<file path="config.mk">
export PLATFORM = sky130hd
export DESIGN_NAME = igsc_group_ctl
export DESIGN_NICKNAME = d
export VERILOG_FILES = /design/src/igsc_pkg.sv /design/src/igsc_ev_if.sv /design/src/igsc_group_ctl.sv /design/src/igsc_ev_arb.sv
export SDC_FILE = /design/constraint.sdc
export NUM_CORES = 1
export LEC_CHECK = 0
export ABC_AREA = 1
export BUFFER_PORTS_ARGS = -buffer_cell sky130_fd_sc_hd__buf_2
export CAP_MARGIN = 30
export CORE_MARGIN = 2
export CORE_UTILIZATION = 45
export CTS_CLUSTER_SIZE = 25
export DETAILED_ROUTE_END_ITERATION = 16
export PLACE_DENSITY = 0.69
export SLEW_MARGIN = 10
export SYNTH_ARGS = -nofsm -noshare
export SYNTH_HDL_FRONTEND = slang
export SYNTH_HIERARCHICAL = 1
export SYNTH_SLANG_ARGS = --single-unit
</file>
<file path="constraint.sdc">
create_clock -name clk_i -period 12.2 [get_ports clk_i]
set_clock_uncertainty 0.1 [all_clocks]
set_input_delay 0.61 -clock clk_i [delete_from_list [all_inputs] [get_ports clk_i]]
set_output_delay 0.61 -clock clk_i [all_outputs]
set_load 0.01 [all_outputs]
</file>
<file path="src/igsc_pkg.sv">
// Shared constants and types for the IMA group state control block
package igsc_pkg;
	// Link state encodings carried in the Tx State / Rx State fields
	typedef enum logic [2:0] {
		IGSC_LS_NOT_IN_GROUP,
		IGSC_LS_UNUSABLE,
		IGSC_LS_USABLE,
		IGSC_LS_ACTIVE
	} igsc_lstate_t;
	// Unusable reason codes
	localparam logic [2:0] IGSC_RSN_NONE = 3'h0;
	localparam logic [2:0] IGSC_RSN_INHIBITED = 3'h1;
	localparam logic [2:0] IGSC_RSN_FAILED = 3'h2;
	localparam logic [2:0] IGSC_RSN_FAULT = 3'h3;
	localparam logic [2:0] IGSC_RSN_MISCONN = 3'h4;
	// Symmetry modes
	localparam logic [1:0] IGSC_MODE_SYM_SYM = 2'h0;
	localparam logic [1:0] IGSC_MODE_SYM_ASYM = 2'h1;
	localparam logic [1:0] IGSC_MODE_ASYM_ASYM = 2'h2;
	// Group Status and Control codes
	localparam logic [3:0] IGSC_GSC_START_UP = 4'h0;
	localparam logic [3:0] IGSC_GSC_START_UP_ACK = 4'h1;
	localparam logic [3:0] IGSC_GSC_CFG_ABORTED = 4'h2;
	localparam logic [3:0] IGSC_GSC_INSUFF_LINKS = 4'h3;
	localparam logic [3:0] IGSC_GSC_BLOCKED = 4'h4;
	localparam logic [3:0] IGSC_GSC_OPERATIONAL = 4'h5;
	// Frames that a GSC value must stand before it may change
	localparam int IGSC_GSC_HOLD_FRAMES = 2;
	// Timing: clock and one-second hold
	localparam int IGSC_CLK_MHZ = 125;
	localparam int IGSC_TICK_NS = 1000;
	localparam int IGSC_TICK_CYCLES = (IGSC_TICK_NS * IGSC_CLK_MHZ + 999) / 1000;
	localparam int IGSC_HOLD_MS = 1000;
	localparam int IGSC_HOLD_TICKS = IGSC_HOLD_MS * 1000;
	// Group state machine
	typedef enum logic [2:0] {
		IGSC_G_NOT_CONFIGURED,
		IGSC_G_START_UP,
		IGSC_G_START_UP_ACK,
		IGSC_G_CFG_ABORTED,
		IGSC_G_INSUFF_LINKS,
		IGSC_G_BLOCKED,
		IGSC_G_OPERATIONAL
	} igsc_gstate_t;
endpackage

</file>
<file path="src/igsc_ev_if.sv">
// Carrier between the link event arbiter and the group controller
`timescale 1ns/1ps
`default_nettype none
interface igsc_ev_if #(parameter int LINKS = 8);
	logic valid;
	logic [$clog2(LINKS)-1:0] link;
	logic tx_up;
	logic rx_up;
	logic fail;
	modport arb (output valid, output link, output tx_up, output rx_up, output fail);
	modport ctl (input valid, input link, input tx_up, input rx_up, input fail);
endinterface
`default_nettype wire

</file>
<file path="src/igsc_group_ctl.sv">
// IMA group state control: link state evaluation, group state machine, GSC signalling
`timescale 1ns/1ps
`default_nettype none
module igsc_group_ctl #(
	parameter int LINKS = 8,
	parameter int HOLD_TICKS = igsc_pkg::IGSC_HOLD_TICKS
) (
	// Clock and reset
	input wire logic clk_i,
	input wire logic rst_i,
	// Management configuration
	input wire logic cfg_en_i,
	input wire logic [1:0] cfg_mode_i,
	input wire logic [$clog2(LINKS):0] cfg_p_tx_i,
	input wire logic [$clog2(LINKS):0] cfg_p_rx_i,
	input wire logic [LINKS-1:0] cfg_inhibit_i,
	input wire logic [2:0] cfg_reason_i,
	// Received ICP information per link
	input wire logic [LINKS-1:0] icp_chg_i,
	input wire logic [LINKS-1:0] fe_tx_up_i,
	input wire logic [LINKS-1:0] fe_rx_up_i,
	input wire logic [LINKS-1:0] link_fail_i,
	input wire logic [LINKS-1:0] rx_ids_ok_i,
	input wire logic fe_cfg_bad_i,
	input wire logic fe_gsm_oper_i,
	input wire logic fe_gsm_startup_i,
	// Transmit frame timing
	input wire logic frame_start_i,
	// Outputs to ICP generator and management
	output logic [3:0] gsc_code_o,
	output logic [3*LINKS-1:0] tx_state_o,
	output logic [3*LINKS-1:0] rx_state_o,
	output logic [3*LINKS-1:0] unus_reason_o,
	output logic [LINKS-1:0] sync_ref_o,
	output logic [2:0] gsm_state_o,
	output logic group_up_o,
	output logic [$clog2(LINKS):0] p_tx_o,
	output logic [$clog2(LINKS):0] p_rx_o
);
	localparam int CW = $clog2(LINKS) + 1;
	igsc_ev_if #(.LINKS(LINKS)) ev ();
	igsc_ev_arb #(.LINKS(LINKS)) u_arb (
		.clk_i(clk_i),
		.rst_i(rst_i),
		.icp_chg_i(icp_chg_i),
		.fe_tx_up_i(fe_tx_up_i),
		.fe_rx_up_i(fe_rx_up_i),
		.link_fail_i(link_fail_i),
		.ev(ev)
	);

	igsc_pkg::igsc_lstate_t tx_st [LINKS];
	igsc_pkg::igsc_lstate_t rx_st [LINKS];
	igsc_pkg::igsc_gstate_t gst;
	igsc_pkg::igsc_gstate_t next_gst;

	// Thresholds: clamp at one, tie in symmetric-symmetric mode
	wire logic [CW-1:0] p_tx_cl = (cfg_p_tx_i == '0) ? CW'(1) : cfg_p_tx_i;
	wire logic [CW-1:0] p_rx_cl = (cfg_p_rx_i == '0) ? CW'(1) : cfg_p_rx_i;
	wire logic sym_sym = (cfg_mode_i == igsc_pkg::IGSC_MODE_SYM_SYM);
	wire logic asym = (cfg_mode_i == igsc_pkg::IGSC_MODE_ASYM_ASYM);
	wire logic [CW-1:0] p_max = (p_tx_cl > p_rx_cl) ? p_tx_cl : p_rx_cl;
	wire logic [CW-1:0] p_tx = sym_sym ? p_max : p_tx_cl;
	wire logic [CW-1:0] p_rx = sym_sym ? p_max : p_rx_cl;
	assign p_tx_o = p_tx;
	assign p_rx_o = p_rx;

	// Per-link state evaluation on serialised events
	wire logic [LINKS-1:0] tx_act;
	wire logic [LINKS-1:0] rx_act;
	wire logic ev_link_ok = ev.valid && !ev.fail && !cfg_inhibit_i[ev.link];
	// Symmetric modes pair Tx and Rx; Tx Active without Rx Active is invalid
	wire logic pair_ok = asym || !(ev.tx_up && !ev.rx_up);
	wire logic startup_ok = (gst == igsc_pkg::IGSC_G_START_UP_ACK) || (gst == igsc_pkg::IGSC_G_OPERATIONAL)
		|| (gst == igsc_pkg::IGSC_G_INSUFF_LINKS);
	genvar g;
	generate
		for (g = 0; g < LINKS; g++) begin : g_link
			wire logic hit = ev.valid && (ev.link == (CW-1)'(g));
			always_ff @(posedge clk_i) begin
				if (rst_i || !cfg_en_i) begin
					tx_st[g] <= igsc_pkg::IGSC_LS_NOT_IN_GROUP;
					rx_st[g] <= igsc_pkg::IGSC_LS_NOT_IN_GROUP;
				end else if (hit) begin
					// Both directions re-evaluated on each changed ICP cell
					if (!ev_link_ok) begin
						tx_st[g] <= igsc_pkg::IGSC_LS_UNUSABLE;
						rx_st[g] <= igsc_pkg::IGSC_LS_UNUSABLE;
					end else if (!startup_ok) begin
						tx_st[g] <= igsc_pkg::IGSC_LS_USABLE;
						rx_st[g] <= igsc_pkg::IGSC_LS_USABLE;
					end else if (pair_ok) begin
						tx_st[g] <= ev.rx_up ? igsc_pkg::IGSC_LS_ACTIVE : igsc_pkg::IGSC_LS_USABLE;
						rx_st[g] <= ev.tx_up ? igsc_pkg::IGSC_LS_ACTIVE : igsc_pkg::IGSC_LS_USABLE;
					end else begin
						tx_st[g] <= igsc_pkg::IGSC_LS_USABLE;
						rx_st[g] <= igsc_pkg::IGSC_LS_USABLE;
					end
				end
			end
			assign tx_act[g] = (tx_st[g] == igsc_pkg::IGSC_LS_ACTIVE);
			assign rx_act[g] = (rx_st[g] == igsc_pkg::IGSC_LS_ACTIVE);
			// Fields change in the same cycle as the state: well inside 2*M cells
			assign tx_state_o[3*g +: 3] = tx_st[g];
			assign rx_state_o[3*g +: 3] = rx_st[g];
			assign unus_reason_o[3*g +: 3] = (tx_st[g] == igsc_pkg::IGSC_LS_UNUSABLE) ?
				(cfg_inhibit_i[g] ? igsc_pkg::IGSC_RSN_INHIBITED : cfg_reason_i) : igsc_pkg::IGSC_RSN_NONE;
		end
	endgenerate

	// Active link counts
	logic [CW-1:0] n_tx;
	logic [CW-1:0] n_rx;
	always_comb begin
		n_tx = '0;
		n_rx = '0;
		for (int i = 0; i < LINKS; i++) begin
			n_tx = n_tx + CW'(tx_act[i]);
			n_rx = n_rx + CW'(rx_act[i]);
		end
	end
	wire logic thr_ok = (n_tx >= p_tx) && (n_rx >= p_rx);
	wire logic ids_ok = |rx_ids_ok_i;
	assign sync_ref_o = rx_ids_ok_i;

	// One-second timebase: microsecond tick, held cleared until Config-Aborted is on the wire,
	// so the whole second is counted from the code the far end actually sees
	logic [7:0] tick_cnt;
	logic [31:0] hold_cnt;
	wire logic tick = (tick_cnt == 8'(igsc_pkg::IGSC_TICK_CYCLES - 1));
	wire logic abort_sent = (gsc_code_o == igsc_pkg::IGSC_GSC_CFG_ABORTED);
	wire logic hold_done = (hold_cnt >= 32'(HOLD_TICKS));
	always_ff @(posedge clk_i) begin
		if (rst_i || !abort_sent) begin
			tick_cnt <= '0;
			hold_cnt <= '0;
		end else begin
			tick_cnt <= tick ? 8'h00 : tick_cnt + 8'h01;
			if (tick && !hold_done) begin
				hold_cnt <= hold_cnt + 32'h1;
			end
		end
	end

	// Group state machine
	always_comb begin
		next_gst = gst;
		if (!cfg_en_i) begin
			next_gst = igsc_pkg::IGSC_G_NOT_CONFIGURED;
		end else begin
			unique case (gst)
				igsc_pkg::IGSC_G_NOT_CONFIGURED: next_gst = igsc_pkg::IGSC_G_START_UP;
				igsc_pkg::IGSC_G_START_UP: begin
					if (fe_cfg_bad_i) begin
						next_gst = igsc_pkg::IGSC_G_CFG_ABORTED;
					end else if (ids_ok && (fe_gsm_startup_i || fe_gsm_oper_i)) begin
						next_gst = igsc_pkg::IGSC_G_START_UP_ACK;
					end
				end
				igsc_pkg::IGSC_G_START_UP_ACK: begin
					if (fe_cfg_bad_i) begin
						next_gst = igsc_pkg::IGSC_G_CFG_ABORTED;
					end else if (!ids_ok) begin
						next_gst = igsc_pkg::IGSC_G_START_UP;
					end else if (thr_ok) begin
						next_gst = igsc_pkg::IGSC_G_OPERATIONAL;
					end
				end
				igsc_pkg::IGSC_G_CFG_ABORTED: begin
					if (hold_done && !fe_cfg_bad_i) begin
						next_gst = igsc_pkg::IGSC_G_START_UP;
					end
				end
				igsc_pkg::IGSC_G_INSUFF_LINKS: begin
					if (!ids_ok) begin
						next_gst = igsc_pkg::IGSC_G_START_UP;
					end else if (thr_ok) begin
						next_gst = igsc_pkg::IGSC_G_OPERATIONAL;
					end
				end
				igsc_pkg::IGSC_G_BLOCKED: next_gst = igsc_pkg::IGSC_G_INSUFF_LINKS;
				igsc_pkg::IGSC_G_OPERATIONAL: begin
					if (!ids_ok) begin
						next_gst = igsc_pkg::IGSC_G_START_UP;
					end else if (!thr_ok) begin
						next_gst = igsc_pkg::IGSC_G_INSUFF_LINKS;
					end
				end
				default: next_gst = igsc_pkg::IGSC_G_NOT_CONFIGURED;
			endcase
		end
	end
	always_ff @(posedge clk_i) begin
		if (rst_i) begin
			gst <= igsc_pkg::IGSC_G_NOT_CONFIGURED;
		end else begin
			gst <= next_gst;
		end
	end
	assign gsm_state_o = gst;

	// GSC code wanted for the current state
	logic [3:0] gsc_want;
	always_comb begin
		unique case (gst)
			igsc_pkg::IGSC_G_START_UP_ACK: gsc_want = igsc_pkg::IGSC_GSC_START_UP_ACK;
			igsc_pkg::IGSC_G_CFG_ABORTED: gsc_want = igsc_pkg::IGSC_GSC_CFG_ABORTED;
			igsc_pkg::IGSC_G_INSUFF_LINKS: gsc_want = igsc_pkg::IGSC_GSC_INSUFF_LINKS;
			igsc_pkg::IGSC_G_BLOCKED: gsc_want = igsc_pkg::IGSC_GSC_BLOCKED;
			igsc_pkg::IGSC_G_OPERATIONAL: gsc_want = igsc_pkg::IGSC_GSC_OPERATIONAL;
			default: gsc_want = igsc_pkg::IGSC_GSC_START_UP; // Not Configured sends Start-up
		endcase
	end

	// Sent code changes only at a frame start after two whole frames
	logic [1:0] gsc_frames;
	wire logic gsc_may_change = frame_start_i && (gsc_frames >= 2'(igsc_pkg::IGSC_GSC_HOLD_FRAMES));
	always_ff @(posedge clk_i) begin
		if (rst_i) begin
			gsc_code_o <= igsc_pkg::IGSC_GSC_START_UP;
			gsc_frames <= '0;
		end else if (gsc_may_change && (gsc_want != gsc_code_o)) begin
			gsc_code_o <= gsc_want;
			gsc_frames <= 2'h1;
		end else if (frame_start_i && (gsc_frames != 2'h3)) begin
			gsc_frames <= gsc_frames + 2'h1;
		end
	end

	always_ff @(posedge clk_i) begin
		if (rst_i) begin
			group_up_o <= 1'b0;
		end else begin
			group_up_o <= (gst == igsc_pkg::IGSC_G_OPERATIONAL) && fe_gsm_oper_i;
		end
	end
endmodule // igsc_group_ctl
`default_nettype wire

</file>
<file path="src/igsc_ev_arb.sv">
// Serialises simultaneous per-link ICP state events in fixed priority order
`timescale 1ns/1ps
`default_nettype none
module igsc_ev_arb #(
	parameter int LINKS = 8
) (
	// Clock and reset
	input wire logic clk_i,
	input wire logic rst_i,
	// Raw per-link events
	input wire logic [LINKS-1:0] icp_chg_i,
	input wire logic [LINKS-1:0] fe_tx_up_i,
	input wire logic [LINKS-1:0] fe_rx_up_i,
	input wire logic [LINKS-1:0] link_fail_i,
	// Serialised events
	igsc_ev_if.arb ev
);
	logic [LINKS-1:0] pend;
	logic [LINKS-1:0] fail_pend;
	logic [LINKS-1:0] grant;
	logic [LINKS-1:0] next_pend;
	logic [LINKS-1:0] next_fail;
	logic [$clog2(LINKS)-1:0] sel;
	// Lowest link number first; latch events so none are merged or lost
	assign next_pend = pend | icp_chg_i | link_fail_i;
	// A failure waiting behind a lower link is kept until its own grant
	assign next_fail = fail_pend | link_fail_i;
	assign grant = next_pend & (~next_pend + {{(LINKS-1){1'b0}}, 1'b1});
	always_comb begin
		sel = '0;
		for (int i = 0; i < LINKS; i++) begin
			if (grant[i]) begin
				sel = i[$clog2(LINKS)-1:0];
			end
		end
	end
	always_ff @(posedge clk_i) begin
		if (rst_i) begin
			pend <= '0;
			fail_pend <= '0;
			ev.valid <= 1'b0;
			ev.link <= '0;
			ev.tx_up <= 1'b0;
			ev.rx_up <= 1'b0;
			ev.fail <= 1'b0;
		end else begin
			pend <= next_pend & ~grant;
			fail_pend <= next_fail & ~grant;
			ev.valid <= |next_pend;
			ev.link <= sel;
			ev.tx_up <= fe_tx_up_i[sel];
			ev.rx_up <= fe_rx_up_i[sel];
			ev.fail <= next_fail[sel];
		end
	end
endmodule // igsc_ev_arb
`default_nettype wire

</file>
Word level (Yosys, flattened, before mapping)
Memories as Yosys holds them, arrays and structs flattened.
Cells that the tools add are included.
{"block": "totals", "register_bits": 73, "mem_bits_rw": 32, "memories": 2}
{"block": "op_classes", "n_addsub": 18, "magnitude_cmp": 7, "n_eq_ne": 45, "n_mux": 221, "bitwise_logic": 73, "reduce_logical": 45}
{"name": "rx_st", "depth": 8, "width": 2, "rd": 8, "rd_ports_with_merged_regs": 0, "write_ports": 8, "line": "igsc_group_ctl.sv:53", "source": "igsc_pkg::igsc_lstate_t rx_st [LINKS];"}
{"name": "tx_st", "depth": 8, "width": 2, "rd": 8, "rd_ports_with_merged_regs": 0, "write_ports": 8, "line": "igsc_group_ctl.sv:52", "source": "igsc_pkg::igsc_lstate_t tx_st [LINKS];"}
{"cell": "$mux W2", "n": 66}
{"cell": "$mux W1", "n": 116}
{"cell": "$mux W3", "n": 28}
{"cell": "$or A1 B1 Y1", "n": 64}
{"cell": "$eq A3 B2 Y1 const B", "n": 20}
{"cell": "$add A32 B1 Y32 const B", "n": 1}
{"cell": "$add A4 B1 Y4", "n": 8}
{"cell": "$ge A32 B20 Y1 const B", "n": 1}
{"cell": "$eq A3 B1 Y1 const B", "n": 10}
{"cell": "$and A8 B8 Y8", "n": 3}
{"cell": "$or A8 B8 Y8", "n": 3}
{"cell": "$eq A3 B3 Y1 const B", "n": 7}
{"cell": "$pmux W3 S7", "n": 1}
{"cell": "$mux W4", "n": 5}
{"cell": "$logic_and A1 B1 Y1", "n": 19}
{"cell": "$add A8 B1 Y8 const B", "n": 2}
{"cell": "$not A8 Y8", "n": 2}
{"cell": "$reduce_or A8 Y1", "n": 2}
{"cell": "$pmux W3 S5", "n": 1}
{"cell": "$bmux W1 S3", "n": 4}
{"cell": "$add A3 B1 Y4", "n": 2}
{"cell": "$eq A8 B7 Y1 const B", "n": 1}
{"cell": "$ge A4 B4 Y1", "n": 2}
{"cell": "$logic_not A1 Y1", "n": 8}
{"cell": "19 further kinds", "n": 33}

Depth between registers and ports, before layout
Gate-level depths: netlist of run 1.
An unclocked memory read counts as a cell.
{"block": "logic_depth", "ltp_word": 15, "depth_mapped": 23, "depth_no_buf": 23}

By module
The synthesis of run 1 kept the hierarchy.
{"module": "igsc_group_ctl", "instances": 1, "cells_each": 701, "area_per_inst_um2": 4979.8, "seq_area_each_um2": 1701.6}
{"module": "igsc_ev_arb", "instances": 1, "cells_each": 190, "area_per_inst_um2": 1262.5, "seq_area_each_um2": 440.4}

Worst setup path before layout of run 1
OpenSTA, ideal clock, no wires.
{"block": "synth_timing", "path_kind": "register to register", "start": "mem tx_st[0][1] in the netlist's numbering", "end": "reg gst[0] (netlist: gsm_state_o[0])", "arrival_ps": 3867, "slack_ps": 8165, "path_stages_with_launch": 20, "cell_sequence": "edfxtp_1 -> nand2_1 -> inv_1 -> fa_1 -> inv_1 -> fa_1 -> inv_1 -> fa_1 -> ha_1 -> fa_1 -> xor2_1 -> ha_1 -> nand2_1 -> o21ai_0 -> nand3_1 -> nand2_1 -> inv_2 -> nand2_1 -> nand2_1 -> a21oi_2"}
{"element": "start: declaration", "line": "igsc_group_ctl.sv:52"}
{"element": "end signal: assignment", "line": "igsc_group_ctl.sv:195", "source": "gst <= igsc_pkg::IGSC_G_NOT_CONFIGURED;"}
{"element": "end signal: assignment", "line": "igsc_group_ctl.sv:197", "source": "gst <= next_gst;"}
{"element": "end: declaration", "line": "igsc_group_ctl.sv:54", "source": "igsc_pkg::igsc_gstate_t gst;"}

==> results.md, run 1 <==
| Item | Reported | Unit |
|---|---|---|
| Post-synthesis sequential area ratio | 34.3 | % |
| Resized Gates After CTS | 0 | - |
| Max FO, Critical Path | 5 | - |
| Pwr Total | 0.694 | mW |
| Register bit count reported by yosys | 95 | - |
| Final instance area | 7190 | µm² |
| CTS HTree Levels | 3 | - |
| Gp weighted congestion | 0.828 | - |
| Number of enable flip-flop cells after synthesis | 24 | - |
| Total vias in the final route | 5675 | - |
| Peak supply drop | 0.0000651 | V |
| Main area contributors after synthesis | dfxtp_1, nand2_1, edfxtp_1 | - |
| IO buf count | 146 | - |
| Die Span Y | 122 | µm |
| Estimated wirelength of the detail-placed design | 11200 | µm |
| CP arrival | 4.39 | ns |
| Number of setup violations in the final report | 0 | - |
| Drt total wl | 14000 | µm |
| DRC Markers | 0 | - |
| Post-route clock period utilization | 34.6 | % |
| Power per Cell Area | 96.6 | nW/µm² |
| Starting DRC count in detailed routing | 364 | - |
| Clock tree from TritonCTS | built | - |
| Total I/O pin count | 164 | - |
| Die area | 14800 | µm² |
| Synth top cells by count | nand2_1, inv_1, nor2_1 | - |
| Area overhead of the layout relative to synthesis | 15.2 | % |
| Post-route setup TNS | 0 | ns |
| Total congestion overflow | 0 | - |
| Die Span X | 122 | µm |
| Startpoint type of the worst setup path | flop | - |
| Area taken by flip-flops and latches | 2140 | µm² |
| Nature of the critical path endpoint | flop | - |
| Lkg Pwr | 3.73 | nW |
| Number of slew-limit violations in the final report | 0 | - |
| Floorplan row count | 43 | - |
| Area post-placement | 6920 | µm² |
| Result of the run | finished, final reports clean | - |
| Worst Max-Slew Pin Slew | 0.644 | ns |
| Via count normalized by instance count | 4.72 | - |
| Layout fillers | 1408 | - |
| Placeable Area | 13700 | µm² |
| CTS Root Buffer Type | clkbuf_16 | - |
| Cell accounting for the most synthesized area | dfxtp_1 | - |
| Proportion of synthesized flip-flops having asynchronous set or reset | 0 | % |
| RSZ-0062 raised after global routing | false | - |
| Post-CTS Hold Fix Bufs | 0 | - |
| Nets@finish | 1117 | - |
| Avg Synthesized Cell Area | 7.01 | µm² |
| GRT Resource Usage Total | 19.0 | % |
| Clock-pin slew on the worst setup and hold paths | 0.07 | ns |
| Pin count of the biggest net entering global routing | 24 | - |
| Worst slew margin | 56.9 | % |
| Cell count after synthesis | 891 | - |
| Maximum clock path buffer count | 2 | - |
| Clk Latency, worst-skew pair | 0.35 | ns |
| Total number of yosys warnings | 6 | - |
| First-pass GRT wire length | 22600 | µm |
| Number of library cell types mapped by synthesis | 52 | - |
| Min cycle time layout | 4.22 | ns |
| Endpoint required time on the critical path | 12.37 | ns |
| Kind of critical path | reg -> reg | - |
| Primary FF master, synth | dfxtp_1 | - |
| Number of inserted diodes | 0 | - |
| Starting Density | 45.5 | % |
| Number of max-capacitance violations reported | 0 | - |
| Initial antenna violation count | 0 | - |
| First-pass iteration count of the detailed router | 4 | - |
| Worst min-delay path category | reg -> reg | - |
| Post-CTS setup repair buffer count | 0 | - |
| Yosys top cell area share | 22.8 | % |
| Number of endpoints with negative hold slack in the final report | 0 | - |
| Share of layout cells above drive strength 1 | 21.2 | % |
| Maximum clock rate | 237 | MHz |
| Routed Antenna Nets | 0 | - |
| TritonCTS Buffers | 9 | - |
| Most numerous cell in the Yosys netlist | nand2_1 | - |
| Per-cell routed wire length | 11.6 | µm |
| Cell area after technology mapping | 6240 | µm² |
| Multi-input gate area in the final layout | 3150 | µm² |
| Number of global-route vias before repair | 4936 | - |
| CTS sink cnt | 95 | - |
[cells by family after synthesis]
kind of cell,synth area share (%)
AO/OA/AOI/OAI,7.14
flip-flops,34.3
other,0.0601
adder cells (fa/ha/maj),7.38
buffers and inverters,16.2
XOR/XNOR,1.82
AND/OR/NAND/NOR,33.1
[stage by stage]
step | cells | hold slack [ns] | worst slack [ns] | util [%]
6_report | 1202 | 0.335 | 7.98 | 52.4
4_1_cts | 1202 | 0.339 | 7.94 | 52.4
3_3_place_gp | 1186 | 0.323 | 8.03 | 50.5
2_1_floorplan | 907 | 0.315 | 8.17 | -
3_5_place_dp | 1186 | 0.329 | 7.94 | 50.5
5_1_grt | 1202 | 0.353 | 7.67 | 52.4
[critical path: stages, from the launching register on]
cell and delay [ns]:
edfxtp_1 0.43, nand2_1 0.08, inv_1 0.06, fa_1 0.55
inv_1 0.06, fa_1 0.54, inv_1 0.06, fa_1 0.48
ha_1 0.24, fa_1 0.43, ha_1 0.31, inv_1 0.04
o21bai_1 0.11, nand3_1 0.09, nand3_1 0.10, nand3_1 0.10
nand2_1 0.09, inv_2 0.04, nand2_1 0.05, nand2_1 0.06
a21oi_2 0.12
[flip-flops by register name, summed over array words and instances, names as in the netlist, 2 cells and up]
register	flops
gsm_state_o	3
u_arb/fail_pend	8
gsc_frames	2
rx_st	13
tx_st	11
hold_cnt	32
gsc_code_o	3
u_arb/ev.link	3
tick_cnt	8
u_arb/pend	7
[final cells by class]
| class | count | share of cell area (%) |
|---|---|---|
| Multi-Input combinational cell | 587 | 43.8 |
| Inverter | 177 | 9.27 |
| Clock buffer | 11 | 3.24 |
| Sequential cell | 95 | 29.8 |
| Clock inverter | 5 | 0.487 |
| Timing Repair Buffer | 147 | 10.3 |
| Tap cell | 180 | 3.13 |
[metal layers]
layer / global-route usage (%) / wire length, µm / part of all wire, % / vias up
met5: 0 / 0 / 0 / -
met4: 5.89 / 174 / 1.2 / 0
met3: 2.90 / 680 / 4.9 / 10
met2: 29.9 / 6330 / 45 / 150
met1: 26.8 / 6780 / 49 / 2524
li1: - / - / - / 2991
[worst paths after layout]
path,start,end,slack (ns),depth (start not counted)
max reg2reg,tx_st[0][1],gsm_state_o[0],7.98,20
max,tx_st[0][1],gsm_state_o[0],7.98,20
min,hold_cnt[24],hold_cnt[24],0.33,2
min reg2reg,hold_cnt[24],hold_cnt[24],0.33,2
[placed cells by master (no fill, tap or decap), types with 8 or more instances in the layout]
| cell type | instances |
|---|---|
| nand2_1 | 194 |
| inv_1 | 162 |
| buf_2 | 146 |
| nor2_1 | 107 |
| dfxtp_1 | 71 |
| nand3_1 | 57 |
| nor3_1 | 38 |
| a21oi_1 | 34 |
| ha_1 | 24 |
| edfxtp_1 | 24 |
| conb_1 | 17 |
| o21ai_0 | 14 |
| inv_2 | 13 |
| nand4_1 | 12 |
| clkbuf_16 | 9 |
| xor2_1 | 8 |
| fa_1 | 8 |
[report_power, final]
part	internal, mW	switching, mW
sequential	0.332	0.00658
clock	0.138	0.120
combinational	0.0359	0.0613
total	0.506	0.188
Note: power is estimated with default switching activity, not from simulation.
==> run 2, diff against run 1 <==
--- a/config.mk
+++ b/config.mk
@@ -5,14 +5,14 @@
 export SDC_FILE = /design/constraint.sdc
 export NUM_CORES = 1
 export LEC_CHECK = 0
-export ABC_AREA = 1
+export ABC_AREA = 0
 export BUFFER_PORTS_ARGS = -buffer_cell sky130_fd_sc_hd__buf_2
 export CAP_MARGIN = 30
 export CORE_MARGIN = 2
 export CORE_UTILIZATION = 45
 export CTS_CLUSTER_SIZE = 25
 export DETAILED_ROUTE_END_ITERATION = 16
-export PLACE_DENSITY = 0.69
+export PLACE_DENSITY = 0.72
 export SLEW_MARGIN = 10
 export SYNTH_ARGS = -nofsm -noshare
 export SYNTH_HDL_FRONTEND = slang
==> constraint.sdc (replaced) <==
create_clock -name clk_i -period 3.4 [get_ports clk_i]
set_clock_uncertainty 0.1 [all_clocks]
set_input_delay 0.17 -clock clk_i [delete_from_list [all_inputs] [get_ports clk_i]]
set_output_delay 0.17 -clock clk_i [all_outputs]
set_load 0.01 [all_outputs]
==> run 2 against run 1 <==
Net effect:
- the run now ends with negative setup slack left
- wire length increased by 5.4%
- sequential power rose to 3.6 times the previous value
- global-route usage increased by 1.7 points
- non-clock buffer count grew 32
- clock power increased to 3.9 times the previous value
- largest cell class unchanged
- count of clock-buffer cells in the layout decreased by 2
==> results.md, run 2 <==
| Item | Reported | Unit | Delta |
|---|---|---|---|
| Result of the run | complete, but fails checks | - |  |
| Failing checks | negative setup slack | - |  |
| Peak supply drop | 0.000222 | V | +240% |
| Cell count after synthesis | 657 | - | -26% |
| Main area contributors after synthesis | dfxtp_1, edfxtp_1, nor2_1 | - |  |
| IO buf count | 146 | - | unchanged |
| Worst hold slack after final layout | 0.0295 | ns | -0.305 ns |
| Endpoint with the worst hold slack | u_arb/pend[5] | - |  |
| Multi-input gate area in the final layout | 3410 | µm² | +8.3% |
| Total number of yosys warnings | 6 | - | unchanged |
| CTS HTree Levels | 3 | - | unchanged |
| Worst r2r src | tx_st[0][1] | - |  |
| Die Span Y | 118 | µm | -3.3% |
| Per-cell routed wire length | 15.0 | µm | +29% |
| Clk Latency, worst-skew pair | 0.34 | ns | about the same |
| Cell area after technology mapping | 5820 | µm² | -6.7% |
| Stage delay of the slowest cell on the critical path | 0.55 | ns | about the same |
| Die Span X | 118 | µm | -3.3% |
| Area overhead of the layout relative to synthesis | 22.4 | % |  |
| Die area | 13900 | µm² | -6.5% |
| CP cell instances | and2_4 > fa_1 > inv_2 > fa_1 > inv_1 > fa_1 > ha_2 > fa_2 > xor2_1 > ha_1 > o21a_1 > o22ai_2 > nor3_2 > and3b_1 > o311a_1 | - |  |
| CTS sink cnt | 95 | - | unchanged |
| Starting DRC count in detailed routing | 335 | - | -8.0% |
| Lkg Pwr | 3.17 | nW | -15% |
| TritonCTS Buffers | 9 | - | unchanged |
| Global Route met1 Usage | 26.6 | % | -0.26 points |
| Most common cell after layout, fill and taps aside | buf_2 | - |  |
| Most numerous cell in the Yosys netlist | nor2_1 | - |  |
| Met3 usage in global routing | 4.51 | % | +1.6 points |
| Slowest stage cell on the critical path | fa_1 | - |  |
| Number of library cell types mapped by synthesis | 64 | - | +23% |
| CP arrival | 4.34 | ns | -0.05 ns |
| Number of setup violations in the final report | 2 | - | +2 |
| Cell accounting for the most synthesized area | dfxtp_1 | - |  |
| Drt total wl | 14700 | µm | +5.4% |
| Avg Synthesized Cell Area | 8.87 | µm² | +27% |
| Startpoint type of the worst setup path | flop | - |  |
| Primary FF master, synth | dfxtp_1 | - |  |
| First-pass GRT wire length | 24000 | µm | +5.8% |
| Number of max-capacitance violations reported | 0 | - | unchanged |
| Yosys top cell area share | 24.4 | % | +1.6 points |
| Routed Antenna Nets | 0 | - | unchanged |
| Count of buffering cells on the critical path with inverters included | 2 | - | -3 |
| Total vias in the final route | 5397 | - | -4.9% |
| Worst Max-Slew Pin Slew | 0.885 | ns | +0.241 ns |
| Cell depth of the worst flop-to-flop path | 15 | - | -25% |
| DRC Markers | 0 | - | unchanged |
| Layout fillers | 1118 | - | -21% |
| Maximum clock path buffer count | 2 | - | unchanged |
| Cells on Worst Hold Path | 3 | - | +1 |
| Pin count of the biggest net entering global routing | 23 | - | -4.2% |
| Top Family by Delay on Critical Path | adder cells | - |  |
| Clock tree from TritonCTS | built | - |  |
| Worst min-delay path category | in -> reg | - |  |
| Setup slack, reg-to-reg | -0.82 | ns | -8.80 ns |
| Gp weighted congestion | 0.875 | - | +5.6% |
| Grt met2 use | 34.7 | % | +4.8 points |
| Kind of critical path | reg -> reg | - |  |
| Most frequent cells in the layout | buf_2, nor2_1, dfxtp_1 | - |  |
| Synth top cells by count | nor2_1, dfxtp_1, nand2_1 | - |  |
| Max FO, Critical Path | 3 | - | -2 |
| Via count normalized by instance count | 5.50 | - | +16% |
| Min cycle time layout | 4.22 | ns | +0.00230 ns |
| Initial antenna violation count | 0 | - | unchanged |
| Power per Cell Area | 374 | nW/µm² | +290% |
| Terminus of the critical flop-to-flop path | gsm_state_o[2] | - |  |
| Number of inserted diodes | 0 | - | unchanged |
| Count of non-filler cells in the finished layout | 982 | - | -18% |
| Total I/O pin count | 164 | - | unchanged |
| Post-synthesis sequential area ratio | 36.8 | % | +2.5 points |
| Max FFs per register | 32 | - | unchanged |
| Worst slew margin | 40.6 | % | -16 points |
| Total congestion overflow | 0 | - | unchanged |
| Register bit count reported by yosys | 95 | - | unchanged |
| Endpoint required time on the critical path | 3.52 | ns | -8.85 ns |
| GRT Resource Usage Total | 20.7 | % | +1.7 points |
| CP most frequent cell | fa_1 | - |  |
| Starting Density | 46.2 | % | +0.65 points |
| Worst path setup slack after routing | -0.823 | ns | -8.80 ns |
| Most crowded layer after global routing | met2 | - |  |
| Nature of the critical path endpoint | flop | - |  |
| First-pass iteration count of the detailed router | 5 | - | +1 |
| Number of endpoints with negative hold slack in the final report | 0 | - | unchanged |
| Floorplan row count | 41 | - | -4.7% |
| Number of global-route vias before repair | 5092 | - | +3.2% |
| Maximum clock rate | 237 | MHz | about the same |
| Registers with the most flip-flops | hold_cnt x32, rx_st x13, tx_st x11 | - |  |
| Number of enable flip-flop cells after synthesis | 24 | - | unchanged |
| Number of placed instances with taps included | 959 | - | -19% |
| Number of slew-limit violations in the final report | 0 | - | unchanged |
| WP depth | 15 | - | -25% |
| Post-route clock period utilization | 124 | % | +90 points |
| Worst Hold Launch | icp_chg_i[5] | - |  |
| RSZ-0062 raised after global routing | true | - |  |
| Nets@finish | 905 | - | -19% |
| Area taken by flip-flops and latches | 2140 | µm² | unchanged |
| Estimated wirelength of the detail-placed design | 11300 | µm | +0.92% |
| Post-route setup TNS | -1.54 | ns | -1.54 ns |
| CTS Root Buffer Type | clkbuf_16 | - |  |
| Largest register by flop count | hold_cnt | - |  |
| Clock-pin slew on the worst setup and hold paths | 0.07 | ns | about the same |
| Proportion of synthesized flip-flops having asynchronous set or reset | 0 | % | unchanged |
| Placeable Area | 12600 | µm² | -8.0% |
| Share of layout cells above drive strength 1 | 28.8 | % | +7.5 points |
[run 2: cell count changes after synthesis, sizes merged, moves of 12 or more]
cell | previous run | this run
nand2b | 0 | 12
and2 | 0 | 26
nand2 | 200 | 36
nor2b | 0 | 12
nor4bb | 0 | 17
nand3 | 65 | 22
mux2i | 0 | 12
nor3 | 42 | 21
nor2 | 118 | 87
a21oi | 41 | 29
inv | 176 | 20
or3 | 1 | 21
[run 2: final cells by class]
class	count	area share [%]
multi-input cells	500	47.9
flip-flops and latches	95	30.0
repair buffers	179	13.8
clock buffers	9	3.16
well taps	172	3.02
inverters	20	1.05
clock inverters	7	1.04
[run 2: worst max-delay path by stage]
stage / startpoint / to / slack (ns)
after floorplan: rx_st[0][7] / gsm_state_o[2] / -0.79
after global placement: rx_st[0][6] / gsm_state_o[2] / -0.79
after detailed placement: rx_st[0][6] / gsm_state_o[2] / -0.87
after CTS: tx_st[0][1] / gsm_state_o[2] / -0.82
after global routing: tx_st[0][1] / gsm_state_o[2] / -0.98
final: tx_st[0][1] / gsm_state_o[2] / -0.82
[run 2: power breakdown]
group	switching, mW	internal (mW)	total [mW]
Combinational	0.234	0.192	0.426
Sequential	0.0319	1.19	1.23
Clock	0.437	0.577	1.01
Total	0.703	1.96	2.67
[run 2: worst reg2reg max path, stage by stage, from the launching register on]
cell and delay [ns]:
edfxtp_1 0.41, and2_4 0.17, fa_1 0.55, inv_2 0.05, fa_1 0.52, inv_1 0.05, fa_1 0.44, ha_2 0.20
fa_2 0.33, xor2_1 0.15, ha_1 0.29, o21a_1 0.19, o22ai_2 0.12, nor3_2 0.08, and3b_1 0.17, o311a_1 0.29
[run 2: per-layer routing]
metal / share of wire (%) / up-vias
met4: 1.9 / 0
met5: 0 / -
met1: 43 / 2546
li1: - / 2614
met2: 48 / 218
met3: 6.9 / 19
[run 2: timing repair]
action,CTS,global route
hold buffers,3,0
endpoints found under the setup margin,2,2
buffers inserted,3,1
resized for setup,3,1
cloned,0,0
pin swaps,13,5
endpoints found under the hold margin,2,0
[run 2: kinds of logic after synthesis]
group | synth area share (%)
other cells | 0.0644
flops | 36.8
simple gates | 29.2
buf+inv | 7.35
xor+xnor | 2.26
compound gates | 12.6
mux | 3.80
fa+ha+maj | 7.91
[run 2: stage by stage]
stage / setup WS (ns) / utilization, % / cell area, µm² / total power, mW
finish: -0.823 / 56.5 / 7130 / 2.67
global route: -0.976 / 56.5 / 7130 / 2.77
CTS: -0.820 / 56.4 / 7120 / 2.68
detailed placement: -0.869 / 53.5 / 6750 / 1.67
global placement: -0.785 / 53.5 / 6750 / 1.65
floorplan: -0.787 / - / 5960 / 1.52
